===== src/logic/tmx_defs.svh =====
`ifndef TMX_DEFS_SVH
`define TMX_DEFS_SVH

// register offsets (byte addresses: printed offsets are not all multiples of four)
`define TMX_IDX_TCTL      8'h88
`define TMX_IDX_TMODE     8'h89
`define TMX_IDX_T0LO      8'hC0
`define TMX_IDX_T0HI      8'hC1
`define TMX_IDX_T1LO      8'hC2
`define TMX_IDX_T1HI      8'hC3
`define TMX_IDX_VEC       8'hC4
`define TMX_ADDR_W        10

// timer control bit positions
`define TMX_TC_TF1        7
`define TMX_TC_TR1        6
`define TMX_TC_TF0        5
`define TMX_TC_TR0        4
`define TMX_TC_IE1        3
`define TMX_TC_IT1        2
`define TMX_TC_IE0        1
`define TMX_TC_IT0        0

// vector acknowledge bit positions
`define TMX_VEC_T0        0
`define TMX_VEC_T1        1
`define TMX_VEC_X0        2
`define TMX_VEC_X1        3

// reset values
`define TMX_TCTL_RST      8'h00
`define TMX_TMODE_RST     8'h00
`define TMX_PRESCALE_MSB  4

// internal clock divide: one count per machine cycle of this many clocks
`define TMX_TICK_DIV      4'hC

`endif


===== src/logic/tmx_pkg.sv =====
package tmx_pkg;

   typedef enum logic [1:0] {
      TMX_MODE_13BIT  = 2'h0,
      TMX_MODE_16BIT  = 2'h1,
      TMX_MODE_RELOAD = 2'h2,
      TMX_MODE_SPLIT  = 2'h3
   } tmx_mode_t;

   // one timer's mode nibble
   typedef struct packed {
      logic      gate;
      logic      counter_sel;
      tmx_mode_t mode;
   } tmx_mode_nib_t;

   typedef struct packed {
      logic [7:0] high_count_byte;
      logic [7:0] low_count_byte;
   } tmx_count_t;

   // bus answer state
   typedef enum logic [0:0] {
      TMX_BUS_IDLE = 1'b0,
      TMX_BUS_ACK  = 1'b1
   } tmx_bus_state_t;

endpackage


===== src/logic/tmx_pin_sync.sv =====
`timescale 1ns/1ps
`include "tmx_defs.svh"

// two-stage synchroniser with a falling edge detect on the stable samples
module tmx_pin_sync (
   // clock and reset
   input  wire logic core_clk,
   input  wire logic rst_n,
   // pin
   input  wire logic pin_in,
   // outputs
   output logic      pin_level,
   output logic      pin_fall
);

   logic meta_r;
   logic sync_r;
   logic prev_r;

   always_ff @(posedge core_clk) begin
      if (!rst_n) begin
         meta_r <= 1'b1;
         sync_r <= 1'b1;
         prev_r <= 1'b1;
      end else begin
         meta_r <= pin_in;
         sync_r <= meta_r;
         prev_r <= sync_r;
      end
   end

   assign pin_level = sync_r;
   assign pin_fall  = prev_r & ~sync_r;

endmodule


===== src/logic/tmx_timer01.sv =====
// The implementer's own choice: register access over Wishbone.
`timescale 1ns/1ps
`include "tmx_defs.svh"

// Contract
// - timer 1 overflow sets its flag; vectoring clears it; software may write it.
// - timer 0 overflow sets its flag; vectoring clears it; software may write it.
// - timer 1 counts only while its run bit is set.
// - timer 0 counts only while its run bit is set; in mode 3 its high byte runs on timer 1's run bit.
// - interrupt 1 flag set by edge/level; vector clears in edge mode only.
// - interrupt 0 flag set when edge or level is seen on its pin.
// - interrupt 0 flag cleared by vector only in edge mode; else inverse pin.
// - interrupt 1 type bit set selects falling edge, clear selects low level.
// - interrupt 0 type bit set selects falling edge, clear selects low level.
// - timer 1 gate set requires interrupt 1 pin high plus run bit.
// - timer 0 gate set requires interrupt 0 pin high plus run bit.
// - timer 1 counts internal clock, or count pin falling edges when selected.
// - timer 0 counts internal clock, or count pin falling edges when selected.
// - timer 1 mode field sits in upper nibble, bits 5 and 4.
// - timer 0 mode field sits in lower nibble, bits 1 and 0.
// - mode 0 is 8-bit with 5-bit prescale; mode 1 is 16-bit.
// - mode 2 auto-reloads from high byte; mode 3 splits timer 0, stops timer 1.
module tmx_timer01 (
   // clock and reset
   input  wire logic                     core_clk,
   input  wire logic                     rst_n,
   // wishbone slave
   input  wire logic                     wb_cyc_i,
   input  wire logic                     wb_stb_i,
   input  wire logic                     wb_we_i,
   input  wire logic [`TMX_ADDR_W-1:0]   wb_adr_i,
   input  wire logic [3:0]               wb_sel_i,
   input  wire logic [31:0]              wb_dat_i,
   output logic      [31:0]              wb_dat_o,
   output logic                          wb_ack_o,
   // external pins, active low interrupt requests
   input  wire logic                     ext_irq0_pin_n,
   input  wire logic                     ext_irq1_pin_n,
   input  wire logic                     timer0_count_pin,
   input  wire logic                     timer1_count_pin,
   // interrupt controller side
   input  wire logic                     vec_timer0,
   input  wire logic                     vec_timer1,
   input  wire logic                     vec_ext0,
   input  wire logic                     vec_ext1,
   output logic                          timer0_overflow_flag,
   output logic                          timer1_overflow_flag,
   output logic                          ext_irq0_flag,
   output logic                          ext_irq1_flag
);

   logic [7:0]              tctl_r;
   logic [7:0]              tmode_r;
   tmx_pkg::tmx_count_t     cnt0_r;
   tmx_pkg::tmx_count_t     cnt1_r;
   tmx_pkg::tmx_bus_state_t bus_r;
   logic [3:0]              tick_cnt_r;
   logic [31:0]             rdata_r;

   tmx_pkg::tmx_mode_nib_t  nib0;
   tmx_pkg::tmx_mode_nib_t  nib1;
   logic                    irq0_lvl;
   logic                    irq0_fall;
   logic                    irq1_lvl;
   logic                    irq1_fall;
   logic                    cnt0_lvl;
   logic                    cnt0_fall;
   logic                    cnt1_lvl;
   logic                    cnt1_fall;
   logic                    tick;
   logic                    req;
   logic                    wr_en;
   logic                    wr_lane0;
   logic [7:0]              wbyte;
   logic                    hit_tctl;
   logic                    hit_tmode;
   logic                    hit_c0lo;
   logic                    hit_c0hi;
   logic                    hit_c1lo;
   logic                    hit_c1hi;
   logic                    hit_vec;
   logic                    inc0;
   logic                    inc1;
   logic                    inc0h;
   logic                    ovf0;
   logic                    ovf1;
   logic                    ovf0h;
   tmx_pkg::tmx_count_t     cnt0_nxt;
   tmx_pkg::tmx_count_t     cnt1_nxt;
   logic                    vec0_ack;
   logic                    vec1_ack;
   logic                    vecx0_ack;
   logic                    vecx1_ack;

   tmx_pin_sync u_sync_irq0 (
      .core_clk  (core_clk),
      .rst_n     (rst_n),
      .pin_in    (ext_irq0_pin_n),
      .pin_level (irq0_lvl),
      .pin_fall  (irq0_fall)
   );
   tmx_pin_sync u_sync_irq1 (
      .core_clk  (core_clk),
      .rst_n     (rst_n),
      .pin_in    (ext_irq1_pin_n),
      .pin_level (irq1_lvl),
      .pin_fall  (irq1_fall)
   );
   tmx_pin_sync u_sync_cnt0 (
      .core_clk  (core_clk),
      .rst_n     (rst_n),
      .pin_in    (timer0_count_pin),
      .pin_level (cnt0_lvl),
      .pin_fall  (cnt0_fall)
   );
   tmx_pin_sync u_sync_cnt1 (
      .core_clk  (core_clk),
      .rst_n     (rst_n),
      .pin_in    (timer1_count_pin),
      .pin_level (cnt1_lvl),
      .pin_fall  (cnt1_fall)
   );

   // decode of a word address against a printed byte index
   function automatic logic addr_hit(input logic [`TMX_ADDR_W-1:0] a, input logic [7:0] idx);
      addr_hit = (a == {idx, 2'b00});
   endfunction

   // timer 1 nibble in the upper half
   assign nib1 = tmx_pkg::tmx_mode_nib_t'(tmode_r[7:4]);
   // timer 0 nibble in the lower half
   assign nib0 = tmx_pkg::tmx_mode_nib_t'(tmode_r[3:0]);

   assign req       = wb_cyc_i & wb_stb_i & (bus_r == tmx_pkg::TMX_BUS_IDLE);
   assign wr_en     = req & wb_we_i;
   assign wr_lane0  = wr_en & wb_sel_i[0];
   assign wbyte     = wb_dat_i[7:0];
   assign hit_tctl  = addr_hit(wb_adr_i, `TMX_IDX_TCTL);
   assign hit_tmode = addr_hit(wb_adr_i, `TMX_IDX_TMODE);
   assign hit_c0lo  = addr_hit(wb_adr_i, `TMX_IDX_T0LO);
   assign hit_c0hi  = addr_hit(wb_adr_i, `TMX_IDX_T0HI);
   assign hit_c1lo  = addr_hit(wb_adr_i, `TMX_IDX_T1LO);
   assign hit_c1hi  = addr_hit(wb_adr_i, `TMX_IDX_T1HI);
   assign hit_vec   = addr_hit(wb_adr_i, `TMX_IDX_VEC);

   // vector acknowledges come from the port or from a software strobe register
   assign vec0_ack  = vec_timer0 | (wr_lane0 & hit_vec & wbyte[`TMX_VEC_T0]);
   assign vec1_ack  = vec_timer1 | (wr_lane0 & hit_vec & wbyte[`TMX_VEC_T1]);
   assign vecx0_ack = vec_ext0 | (wr_lane0 & hit_vec & wbyte[`TMX_VEC_X0]);
   assign vecx1_ack = vec_ext1 | (wr_lane0 & hit_vec & wbyte[`TMX_VEC_X1]);

   // machine-cycle tick for timer mode
   assign tick = (tick_cnt_r == 4'h0);

   always_ff @(posedge core_clk) begin
      if (!rst_n) begin
         tick_cnt_r <= 4'h0;
      end else if (tick) begin
         tick_cnt_r <= `TMX_TICK_DIV - 4'h1;
      end else begin
         tick_cnt_r <= tick_cnt_r - 4'h1;
      end
   end

   // enables and increment sources
   always_comb begin
      logic src0;
      logic src1;
      src0 = nib0.counter_sel ? cnt0_fall : tick;
      src1 = nib1.counter_sel ? cnt1_fall : tick;
      // gate needs interrupt 0 pin high
      inc0 = src0 & tctl_r[`TMX_TC_TR0] & (~nib0.gate | irq0_lvl);
      // gate needs interrupt 1 pin high
      // timer 1 stopped in mode 3
      inc1 = src1 & tctl_r[`TMX_TC_TR1] & (~nib1.gate | irq1_lvl)
             & (nib1.mode != tmx_pkg::TMX_MODE_SPLIT);
      // split high byte of timer 0 is a timer only, run by timer 1's run bit
      inc0h = tick & tctl_r[`TMX_TC_TR1] & (nib0.mode == tmx_pkg::TMX_MODE_SPLIT);
   end

   // next count for one timer in its mode
   function automatic tmx_pkg::tmx_count_t count_step(
         input tmx_pkg::tmx_count_t c, input tmx_pkg::tmx_mode_t m, input logic inc,
         output logic ovf);
      tmx_pkg::tmx_count_t n;
      n   = c;
      ovf = 1'b0;
      if (inc) begin
         case (m)
            tmx_pkg::TMX_MODE_13BIT: begin
               if (c.low_count_byte[`TMX_PRESCALE_MSB:0] == 5'h1F) begin
                  n.low_count_byte[`TMX_PRESCALE_MSB:0] = 5'h00;
                  n.high_count_byte = c.high_count_byte + 8'h01;
                  ovf = (c.high_count_byte == 8'hFF);
               end else begin
                  n.low_count_byte[`TMX_PRESCALE_MSB:0] =
                     c.low_count_byte[`TMX_PRESCALE_MSB:0] + 5'h01;
               end
            end
            tmx_pkg::TMX_MODE_16BIT: begin
               n   = tmx_pkg::tmx_count_t'(c + 16'h0001);
               ovf = (c == 16'hFFFF);
            end
            // reload low byte from high byte
            tmx_pkg::TMX_MODE_RELOAD: begin
               ovf = (c.low_count_byte == 8'hFF);
               n.low_count_byte = ovf ? c.high_count_byte : c.low_count_byte + 8'h01;
            end
            default: begin
               n.low_count_byte = c.low_count_byte + 8'h01;
               ovf = (c.low_count_byte == 8'hFF);
            end
         endcase
      end
      return n;
   endfunction

   always_comb begin
      cnt0_nxt = count_step(cnt0_r, nib0.mode, inc0, ovf0);
      cnt1_nxt = count_step(cnt1_r, nib1.mode, inc1, ovf1);
      ovf0h    = inc0h & (cnt0_r.high_count_byte == 8'hFF);
      if (inc0h) begin
         cnt0_nxt.high_count_byte = cnt0_r.high_count_byte + 8'h01;
      end
   end

   // counters; a software write to a byte wins over counting
   always_ff @(posedge core_clk) begin
      if (!rst_n) begin
         cnt0_r <= 16'h0000;
         cnt1_r <= 16'h0000;
      end else begin
         cnt0_r <= cnt0_nxt;
         cnt1_r <= cnt1_nxt;
         if (wr_lane0 & hit_c0lo) begin
            cnt0_r.low_count_byte <= wbyte;
         end
         if (wr_lane0 & hit_c0hi) begin
            cnt0_r.high_count_byte <= wbyte;
         end
         if (wr_lane0 & hit_c1lo) begin
            cnt1_r.low_count_byte <= wbyte;
         end
         if (wr_lane0 & hit_c1hi) begin
            cnt1_r.high_count_byte <= wbyte;
         end
      end
   end

   // control/flag register; hardware sets win over every clear
   always_ff @(posedge core_clk) begin
      if (!rst_n) begin
         tctl_r <= `TMX_TCTL_RST;
      end else begin
         if (wr_lane0 & hit_tctl) begin
            tctl_r <= wbyte;
         end
         // timer 0 flag clear on vector
         if (vec0_ack) begin
            tctl_r[`TMX_TC_TF0] <= 1'b0;
         end
         // timer 1 flag clear on vector
         if (vec1_ack) begin
            tctl_r[`TMX_TC_TF1] <= 1'b0;
         end
         // interrupt 0 edge flag clear on vector
         if (vecx0_ack & tctl_r[`TMX_TC_IT0]) begin
            tctl_r[`TMX_TC_IE0] <= 1'b0;
         end
         // interrupt 1 edge flag clear on vector
         if (vecx1_ack & tctl_r[`TMX_TC_IT1]) begin
            tctl_r[`TMX_TC_IE1] <= 1'b0;
         end
         if (ovf0) begin
            tctl_r[`TMX_TC_TF0] <= 1'b1;
         end
         // timer 1 overflow sets, also split high byte
         if (ovf1 | ovf0h) begin
            tctl_r[`TMX_TC_TF1] <= 1'b1;
         end
         if (tctl_r[`TMX_TC_IT0]) begin
            if (irq0_fall) begin
               tctl_r[`TMX_TC_IE0] <= 1'b1;
            end
         end else begin
            tctl_r[`TMX_TC_IE0] <= ~irq0_lvl;
         end
         // interrupt 1 set, level tracks pin
         if (tctl_r[`TMX_TC_IT1]) begin
            if (irq1_fall) begin
               tctl_r[`TMX_TC_IE1] <= 1'b1;
            end
         end else begin
            tctl_r[`TMX_TC_IE1] <= ~irq1_lvl;
         end
      end
   end

   always_ff @(posedge core_clk) begin
      if (!rst_n) begin
         tmode_r <= `TMX_TMODE_RST;
      end else if (wr_lane0 & hit_tmode) begin
         tmode_r <= wbyte;
      end
   end

   // bus answer: ack one cycle after the request, then one idle cycle
   always_ff @(posedge core_clk) begin
      if (!rst_n) begin
         bus_r <= tmx_pkg::TMX_BUS_IDLE;
      end else begin
         case (bus_r)
            tmx_pkg::TMX_BUS_IDLE: bus_r <= req ? tmx_pkg::TMX_BUS_ACK : tmx_pkg::TMX_BUS_IDLE;
            tmx_pkg::TMX_BUS_ACK:  bus_r <= tmx_pkg::TMX_BUS_IDLE;
            default:               bus_r <= tmx_pkg::TMX_BUS_IDLE;
         endcase
      end
   end

   // unmapped addresses read zero and writes are dropped
   always_ff @(posedge core_clk) begin
      if (!rst_n) begin
         rdata_r <= 32'h0000_0000;
      end else if (req & ~wb_we_i) begin
         rdata_r <= 32'h0000_0000;
         if (hit_tctl) begin
            rdata_r[7:0] <= tctl_r;
         end else if (hit_tmode) begin
            rdata_r[7:0] <= tmode_r;
         end else if (hit_c0lo) begin
            rdata_r[7:0] <= cnt0_r.low_count_byte;
         end else if (hit_c0hi) begin
            rdata_r[7:0] <= cnt0_r.high_count_byte;
         end else if (hit_c1lo) begin
            rdata_r[7:0] <= cnt1_r.low_count_byte;
         end else if (hit_c1hi) begin
            rdata_r[7:0] <= cnt1_r.high_count_byte;
         end
      end
   end

   assign wb_ack_o = (bus_r == tmx_pkg::TMX_BUS_ACK);
   assign wb_dat_o = rdata_r;

   assign timer0_overflow_flag = tctl_r[`TMX_TC_TF0];
   assign timer1_overflow_flag = tctl_r[`TMX_TC_TF1];
   assign ext_irq0_flag        = tctl_r[`TMX_TC_IE0];
   assign ext_irq1_flag        = tctl_r[`TMX_TC_IE1];

endmodule


===== config.mk =====
export PLATFORM = sky130hd
export DESIGN_NAME = tmx_timer01
export DESIGN_NICKNAME = d
export VERILOG_FILES = /design/src/logic/tmx_pkg.sv /design/src/logic/tmx_pin_sync.sv /design/src/logic/tmx_timer01.sv
export VERILOG_INCLUDE_DIRS = /design/src /design/src/logic
export SDC_FILE = /design/constraint.sdc
export NUM_CORES = 1
export LEC_CHECK = 0
export ABC_AREA = 1
export ABC_CLOCK_PERIOD_IN_PS = 5250
export BUFFER_PORTS_ARGS = -buffer_cell sky130_fd_sc_hd__buf_4
export CORE_ASPECT_RATIO = 1.1
export CORE_MARGIN = 3
export CORE_UTILIZATION = 45
export DETAILED_ROUTE_END_ITERATION = 7
export PLACE_DENSITY = 0.64
export RECOVER_POWER = 50
export SLEW_MARGIN = 0
export SYNTH_ARGS = -nofsm -noshare
export SYNTH_HDL_FRONTEND = slang
export SYNTH_SLANG_ARGS = --single-unit

===== constraint.sdc =====
create_clock -name core_clk -period 5.25 [get_ports core_clk]
set_input_delay 0.7875 -clock core_clk [delete_from_list [all_inputs] [get_ports core_clk]]
set_output_delay 0.7875 -clock core_clk [all_outputs]
set_load 0.005 [all_outputs]

== Word-level counts from Yosys, hierarchy flattened ==
Index checks and enable logic that the tools add are counted.

* Bits in registers: 73
* Input bits: 59
* Output and inout bits: 37
* Word-level logic and storage cells: 173

* Add/subtract/negate cells: 9
* Equal/unequal tests: 27
* Muxes and demuxes: 47
* Bitwise operators: 46
* Reductions and logical operators: 16

{| class="wikitable"
|+ Operators by type and width
! operator !! count
|-
| 8-bit two-way mux || 16
|-
| 10-bit == test, second input constant || 7
|-
| 16-bit by 1-bit adder with 16-bit output, second input constant || 2
|-
| 8-bit by 1-bit adder with 8-bit output, second input constant || 4
|-
| 16-bit == test, second input constant || 2
|-
| 8-bit == test, second input constant || 4
|-
| 16-bit two-way mux || 2
|-
| 8-bit one-hot mux with 2 select lines || 2
|-
| 1-bit bitwise AND || 30
|-
| 5-bit one-hot mux with 3 select lines || 2
|-
| 3-bit one-hot mux with 3 select lines || 2
|-
| 1-bit two-way mux || 17
|-
| 3-bit nonzero test || 4
|-
| 5-bit by 1-bit adder with 5-bit output, second input constant || 2
|-
| 5-bit == test, second input constant || 2
|-
| 5-bit two-way mux || 2
|-
| 1-bit NOT || 9
|-
| 4-bit by 1-bit != test with 1-bit output, second input constant || 2
|-
| 1-bit bitwise OR || 7
|-
| 2-bit == test, second input constant || 3
|-
| 2-bit != test, second input constant || 3
|-
| 1-bit one-hot mux with 2 select lines || 3
|-
| 3-bit AND reduction || 2
|-
| 2-bit nonzero test || 3
|-
| 10 further kinds || 13
|}

== Depth between registers and ports, before layout ==
* Depth after elaboration: 11
* Gate-level depth with buffers: 14

== Cells and area by module ==
A second synthesis with hierarchy kept.

* Cells, all modules: 799
* Area, all modules: 5087.4 um^2

{| class="wikitable"
|+ Modules (own cells, without submodules)
! module !! instances !! cells each !! area an instance (um^2) !! seq. area each (um^2)
|-
| tmx_timer01 || 1 || 755 || 4727.0 || 1221.2
|-
| tmx_pin_sync || 4 || 11 || 90.1 || 60.1
|}

== Least setup slack after synthesis ==
No wires, ideal clock.

* Kind: input -> register
* Start: in wb_cyc_i
* End: reg cnt0_r[10] in the netlist's numbering
* Setup time: 0.128 ns
* Arrival: 1.764 ns
* Data required time: 5.122 ns
* Slack: 3.358 ns
* Stages: 12
* Path buffers: 1
* Path through: nand2_1 -> nor2_1 -> inv_1 -> nor2_8 -> nand3_2 -> buf_2 -> nand2_2 -> inv_2 -> nand2_1 -> nor2_1 -> nor2_1 -> nor2_1

* Longest elaborated chain between the ends: 7

{| class="wikitable"
|+ RTL lines
! what !! RTL line !! text
|-
| start: declaration || tmx_timer01.sv:28 || <nowiki>input wire logic wb_cyc_i,</nowiki>
|-
| 1-bit bitwise AND * (2 in series) || tmx_timer01.sv:134 || <nowiki>assign req = wb_cyc_i & wb_stb_i & (bus_r == tmx_pkg::TMX_BUS_IDLE);</nowiki>
|-
| 1-bit bitwise AND * || tmx_timer01.sv:135 || <nowiki>assign wr_en = req & wb_we_i;</nowiki>
|-
| 1-bit bitwise AND * || tmx_timer01.sv:136 || <nowiki>assign wr_lane0 = wr_en & wb_sel_i[0];</nowiki>
|-
| 1-bit bitwise AND * || tmx_timer01.sv:238 || <nowiki>if (wr_lane0 & hit_c0hi) begin</nowiki>
|-
| 4-bit != test (no line), or another cell as far along || - ||
|-
| 3-bit AND reduction (no line) || - ||
|-
| end signal: assignment || tmx_timer01.sv:233 || <nowiki>cnt0_r <= cnt0_nxt;</nowiki>
|-
| end: declaration || tmx_timer01.sv:54 || <nowiki>tmx_pkg::tmx_count_t cnt0_r;</nowiki>
|}

Mark *: on every way between the ends. The rest lies on a longest branch, timed or not.
A chain may end at the register's enable or synchronous reset.

== Final worst setup path ==
* Start: in rst_n
* End: reg tick_cnt_r[2]

* Longest elaborated chain between the ends: 2

{| class="wikitable"
|+ RTL lines
! what !! RTL line !! text
|-
| start: declaration || tmx_timer01.sv:26 || <nowiki>input wire logic rst_n,</nowiki>
|-
| 1-bit NOT (no line) || - ||
|-
| 2-bit OR reduction (no line) || - ||
|-
| end signal: assignment || tmx_timer01.sv:159 || <nowiki>tick_cnt_r <= `TMX_TICK_DIV - 4'h1;</nowiki>
|-
| end signal: assignment || tmx_timer01.sv:161 || <nowiki>tick_cnt_r <= tick_cnt_r - 4'h1;</nowiki>
|-
| end: declaration || tmx_timer01.sv:57 || <nowiki>logic [3:0] tick_cnt_r;</nowiki>
|}

Every way passes these cells.

==> results.py <==
metrics = {
    "run_status": {
        "status": "finished with violations",
        "violations": "capacitance limit, slew limit",
    },
    "cts": {
        "clk_pin_slew_worst_paths_ns": 0.06,
        "cts_sinks": 73,
        "hold_buffers": 0,
        "postCtsResizedCells": 0,
        "cts_buffer_depth": 2,
        "h-tree-depth": 3,
        "root_buffer": "clkbuf_16",
        "insertion_delay_ns": 0.35,
        "numCtsBuffers": 9,
        "post_cts_buffers": 0,
        "cts_tree": "yes",
    },
    "yosys": {
        "ys_seq_area_share_pct": 28.6,
        "synthTopCellsByArea": "dfxtp_1, nand2_1, nor2_1, inv_1, nand3_1",
        "synth_warnings": 0,
        "yosysTopAreaCellShare_pct": 28.6,
        "synthCells": 793,
        "syn_avg_cell_area_um2": 6.43,
        "yosysUniqueCellTypes": 50,
        "synth.cell_area_um2": 5100,
        "synth-seq-cells": 73,
        "synth_top_area_cell": "dfxtp_1",
    },
    "floorplan": {
        "ios": 96,
        "chipWidth_um": 108,
        "rows": 40,
        "dieHeight_um": 118,
        "die-area_um2": 12700,
        "coreArea_um2": 11000,
        "start_util_pct": 46.3,
    },
    "cells_and_area": {
        "drive_above_1_share_pct": 13.7,
        "fin_nets": 910,
        "diodes": 0,
        "multi_input_area_um2": 3040,
        "seqCellArea_um2": 1460,
        "nFillCells": 1162,
        "areaGrowthSynthToFinish_pct": 12.8,
    },
    "setup_path": {
        "path_buf_inv": 3,
        "end_kind": "register",
        "cpMostUsedCell": "clkbuf_1",
        "cpPeakStageDelay_ns": 1.41,
        "worst-setup-path-type": "in -> reg",
        "critPathSlowestCell": "clkbuf_1",
        "required_ns": 5.39,
        "start_kind": "primary input",
        "cp_cell_sequence": "clkbuf_1 -> inv_1 -> clkbuf_1 -> nor3_1",
        "r2r_slack_ns": 3.02,
        "crit_family": "buffers and inverters",
        "path_max_fanout": 36,
        "cp_data_arrival_time_ns": 3.42,
    },
    "global_route": {
        "grt_overflow": 0,
        "grt_max_degree": 37,
        "busiest_layer": "met2",
        "grt.met1_usage_pct": 33.7,
        "grt_pass1_wl_um": 25200,
        "grt_util_met3_pct": 4.66,
        "gr-usage-met2_pct": 39.3,
        "grt_pass1_vias": 4904,
        "track_usage_pct": 25.2,
        "antenna_found_initial": 0,
    },
    "sta": {
        "hold_viol": 0,
        "setup_ws_ns": 1.97,
        "fmax_ghz": 0.305,
        "timing.setup.tns_ns": 0,
        "skew_ns": 0.00757,
        "slew_headroom_pct": -27.1,
        "tightestPinTransition_ns": 1.91,
        "finalMaxSlewViolations": 37,
        "rsz0062_at_grt": "false",
        "setup_viol": 0,
        "finalCritPeriodShare_pct": 62.5,
        "min_period_ns": 3.28,
        "whs_ns": 0.412,
    },
    "worst_hold_path": {
        "holdCritPathClass": "reg -> reg",
    },
    "power_and_ir_drop": {
        "ir_drop_uv": 186,
        "power_frac_comb_pct": 9.9,
        "cellPowerDensity_nw_per_um2": 239,
        "swShare_pct": 27.1,
        "clkPwrFrac_pct": 48.1,
        "p_int_mw": 1.00,
        "p_seq_share_pct": 42.0,
        "switching_power_mw": 0.372,
        "leakage_nw": 2.53,
    },
    "routing": {
        "vias": 5226,
        "routed_wirelength_um": 15700,
        "first_iter_violations": 343,
        "drt-wirelength-per-cell_um": 15.9,
        "drtAntennaViolNets": 0,
        "vias_per_cell": 5.30,
        "drc": 0,
        "dr.pass1.iters": 6,
    },
    "placed_design": {
        "hpwl_um": 12000,
        "pre_cts_ws_ns": 2.71,
        "port_buffers": 44,
        "place_congestion": 0.905,
    },
    "flow_run": {
        "cap_viol_max_count": 1,
    },
}
layout by cell type (no fill, tap or decap), types with 17 or more instances in the layout:
| cell | count |
|---|---|
| conb_1 | 24 |
| inv_1 | 102 |
| buf_4 | 30 |
| nor2_1 | 108 |
| a21oi_1 | 55 |
| ha_1 | 17 |
| o21ai_0 | 39 |
| nand2_1 | 149 |
| nand4_1 | 22 |
| nand3_1 | 69 |
| dfxtp_1 | 73 |
Yosys cell counts (all sizes together):
cell and instances:
nand2 157, nor2 120, inv 110, nand3 78, dfxtp 73, a21oi 56, o21ai 44, buf 30
nand4 22, ha 17, o22ai 16, nor3 15, or2 13, clkbuf 8, xor2 6, a31oi 4
a21boi 3, nand3b 3, a22oi 2, clkinv 2, o21bai 2, o221ai 2, xnor2 2, a211oi 1
a21o 1, and3 1, conb 1, nor4 1, o211ai 1, o21a 1, o32ai 1
per-layer routing:
metal,vias to the layer above,share of wire (%)
met5,-,0
met2,165,45
met4,0,4.0
met3,51,6.3
li1,2629,-
met1,2381,44
registers in the layout (all words and copies together) (netlist names), 4 cells and up:
name,count
cnt0_r,16
cnt1_r,16
tctl_r,8
tmode_r,8
wb_dat_o,8
tick_cnt_r,4
power groups by stage:
| stage | clock, mW | sequential (mW) | combinational (mW) |
|---|---|---|---|
| finish | 0.661 | 0.578 | 0.136 |
| global placement | 0 | 0.590 | 0.133 |
| floorplan | 0 | 0.588 | 0.0963 |
| CTS | 0.666 | 0.578 | 0.138 |
| detailed placement | 0 | 0.590 | 0.137 |
| global route | 0.691 | 0.580 | 0.150 |
logic make-up (layout without fill, tap and decap cells):
kind of cell | after synthesis | after routing | share of synthesized area, %
AOI/OAI and AO/OA | 134 | 134 | 14.8
xor gates and xnor gates | 8 | 8 | 1.37
adders and majority gates | 17 | 17 | 4.17
buffers and inverters | 150 | 173 | 13.2
DFF | 73 | 73 | 28.6
other | 1 | 24 | 0.0735
and+or+nand+nor | 410 | 410 | 37.7
area by class of cell:
cell class	count	area share, %
multi-input combinational	593	52.9
sequential	73	25.4
inverter	112	7.37
timing repair buffer	45	5.74
clock buffer	10	4.15
tap	147	3.20
clock inverter	6	1.26
final timing paths:
kind,cells past startpoint,end,startpoint
worst min-delay path,1,u_sync_cnt0.pin_level$_SDFF_PN1_,u_sync_cnt0.meta_r$_SDFF_PN1_
worst max-delay path,4,tick_cnt_r[2]$_SDFF_PP0_,rst_n
worst max register to register,11,cnt1_r[12]$_SDFFE_PN0P_,cnt1_r[0]$_SDFFE_PN0P_
worst min register to register,1,u_sync_cnt0.pin_level$_SDFF_PN1_,u_sync_cnt0.meta_r$_SDFF_PN1_
metrics by stage:
stage               utilization, %  cells  total power [mW]  cell area, µm²
floorplan                        -    816             0.685            5190
global placement              49.6    970             0.722            5460
detailed placement            49.6    970             0.727            5460
CTS                           52.4    986              1.38            5770
global route                  52.2    986              1.42            5750
finish                        52.2    986              1.38            5750
worst register-to-register path: stages (launching register included):
cell     delay [ns]
dfxtp_1        0.40
ha_1           0.20
nand2_1        0.11
nor2_2         0.12
ha_1           0.19
nor2_1         0.08
nor2_1         0.10
nand4_1        0.31
nand2_1        0.31
inv_1          0.09
nand2_1        0.06
a31oi_1        0.07
(Power assumes the default switching activity.)
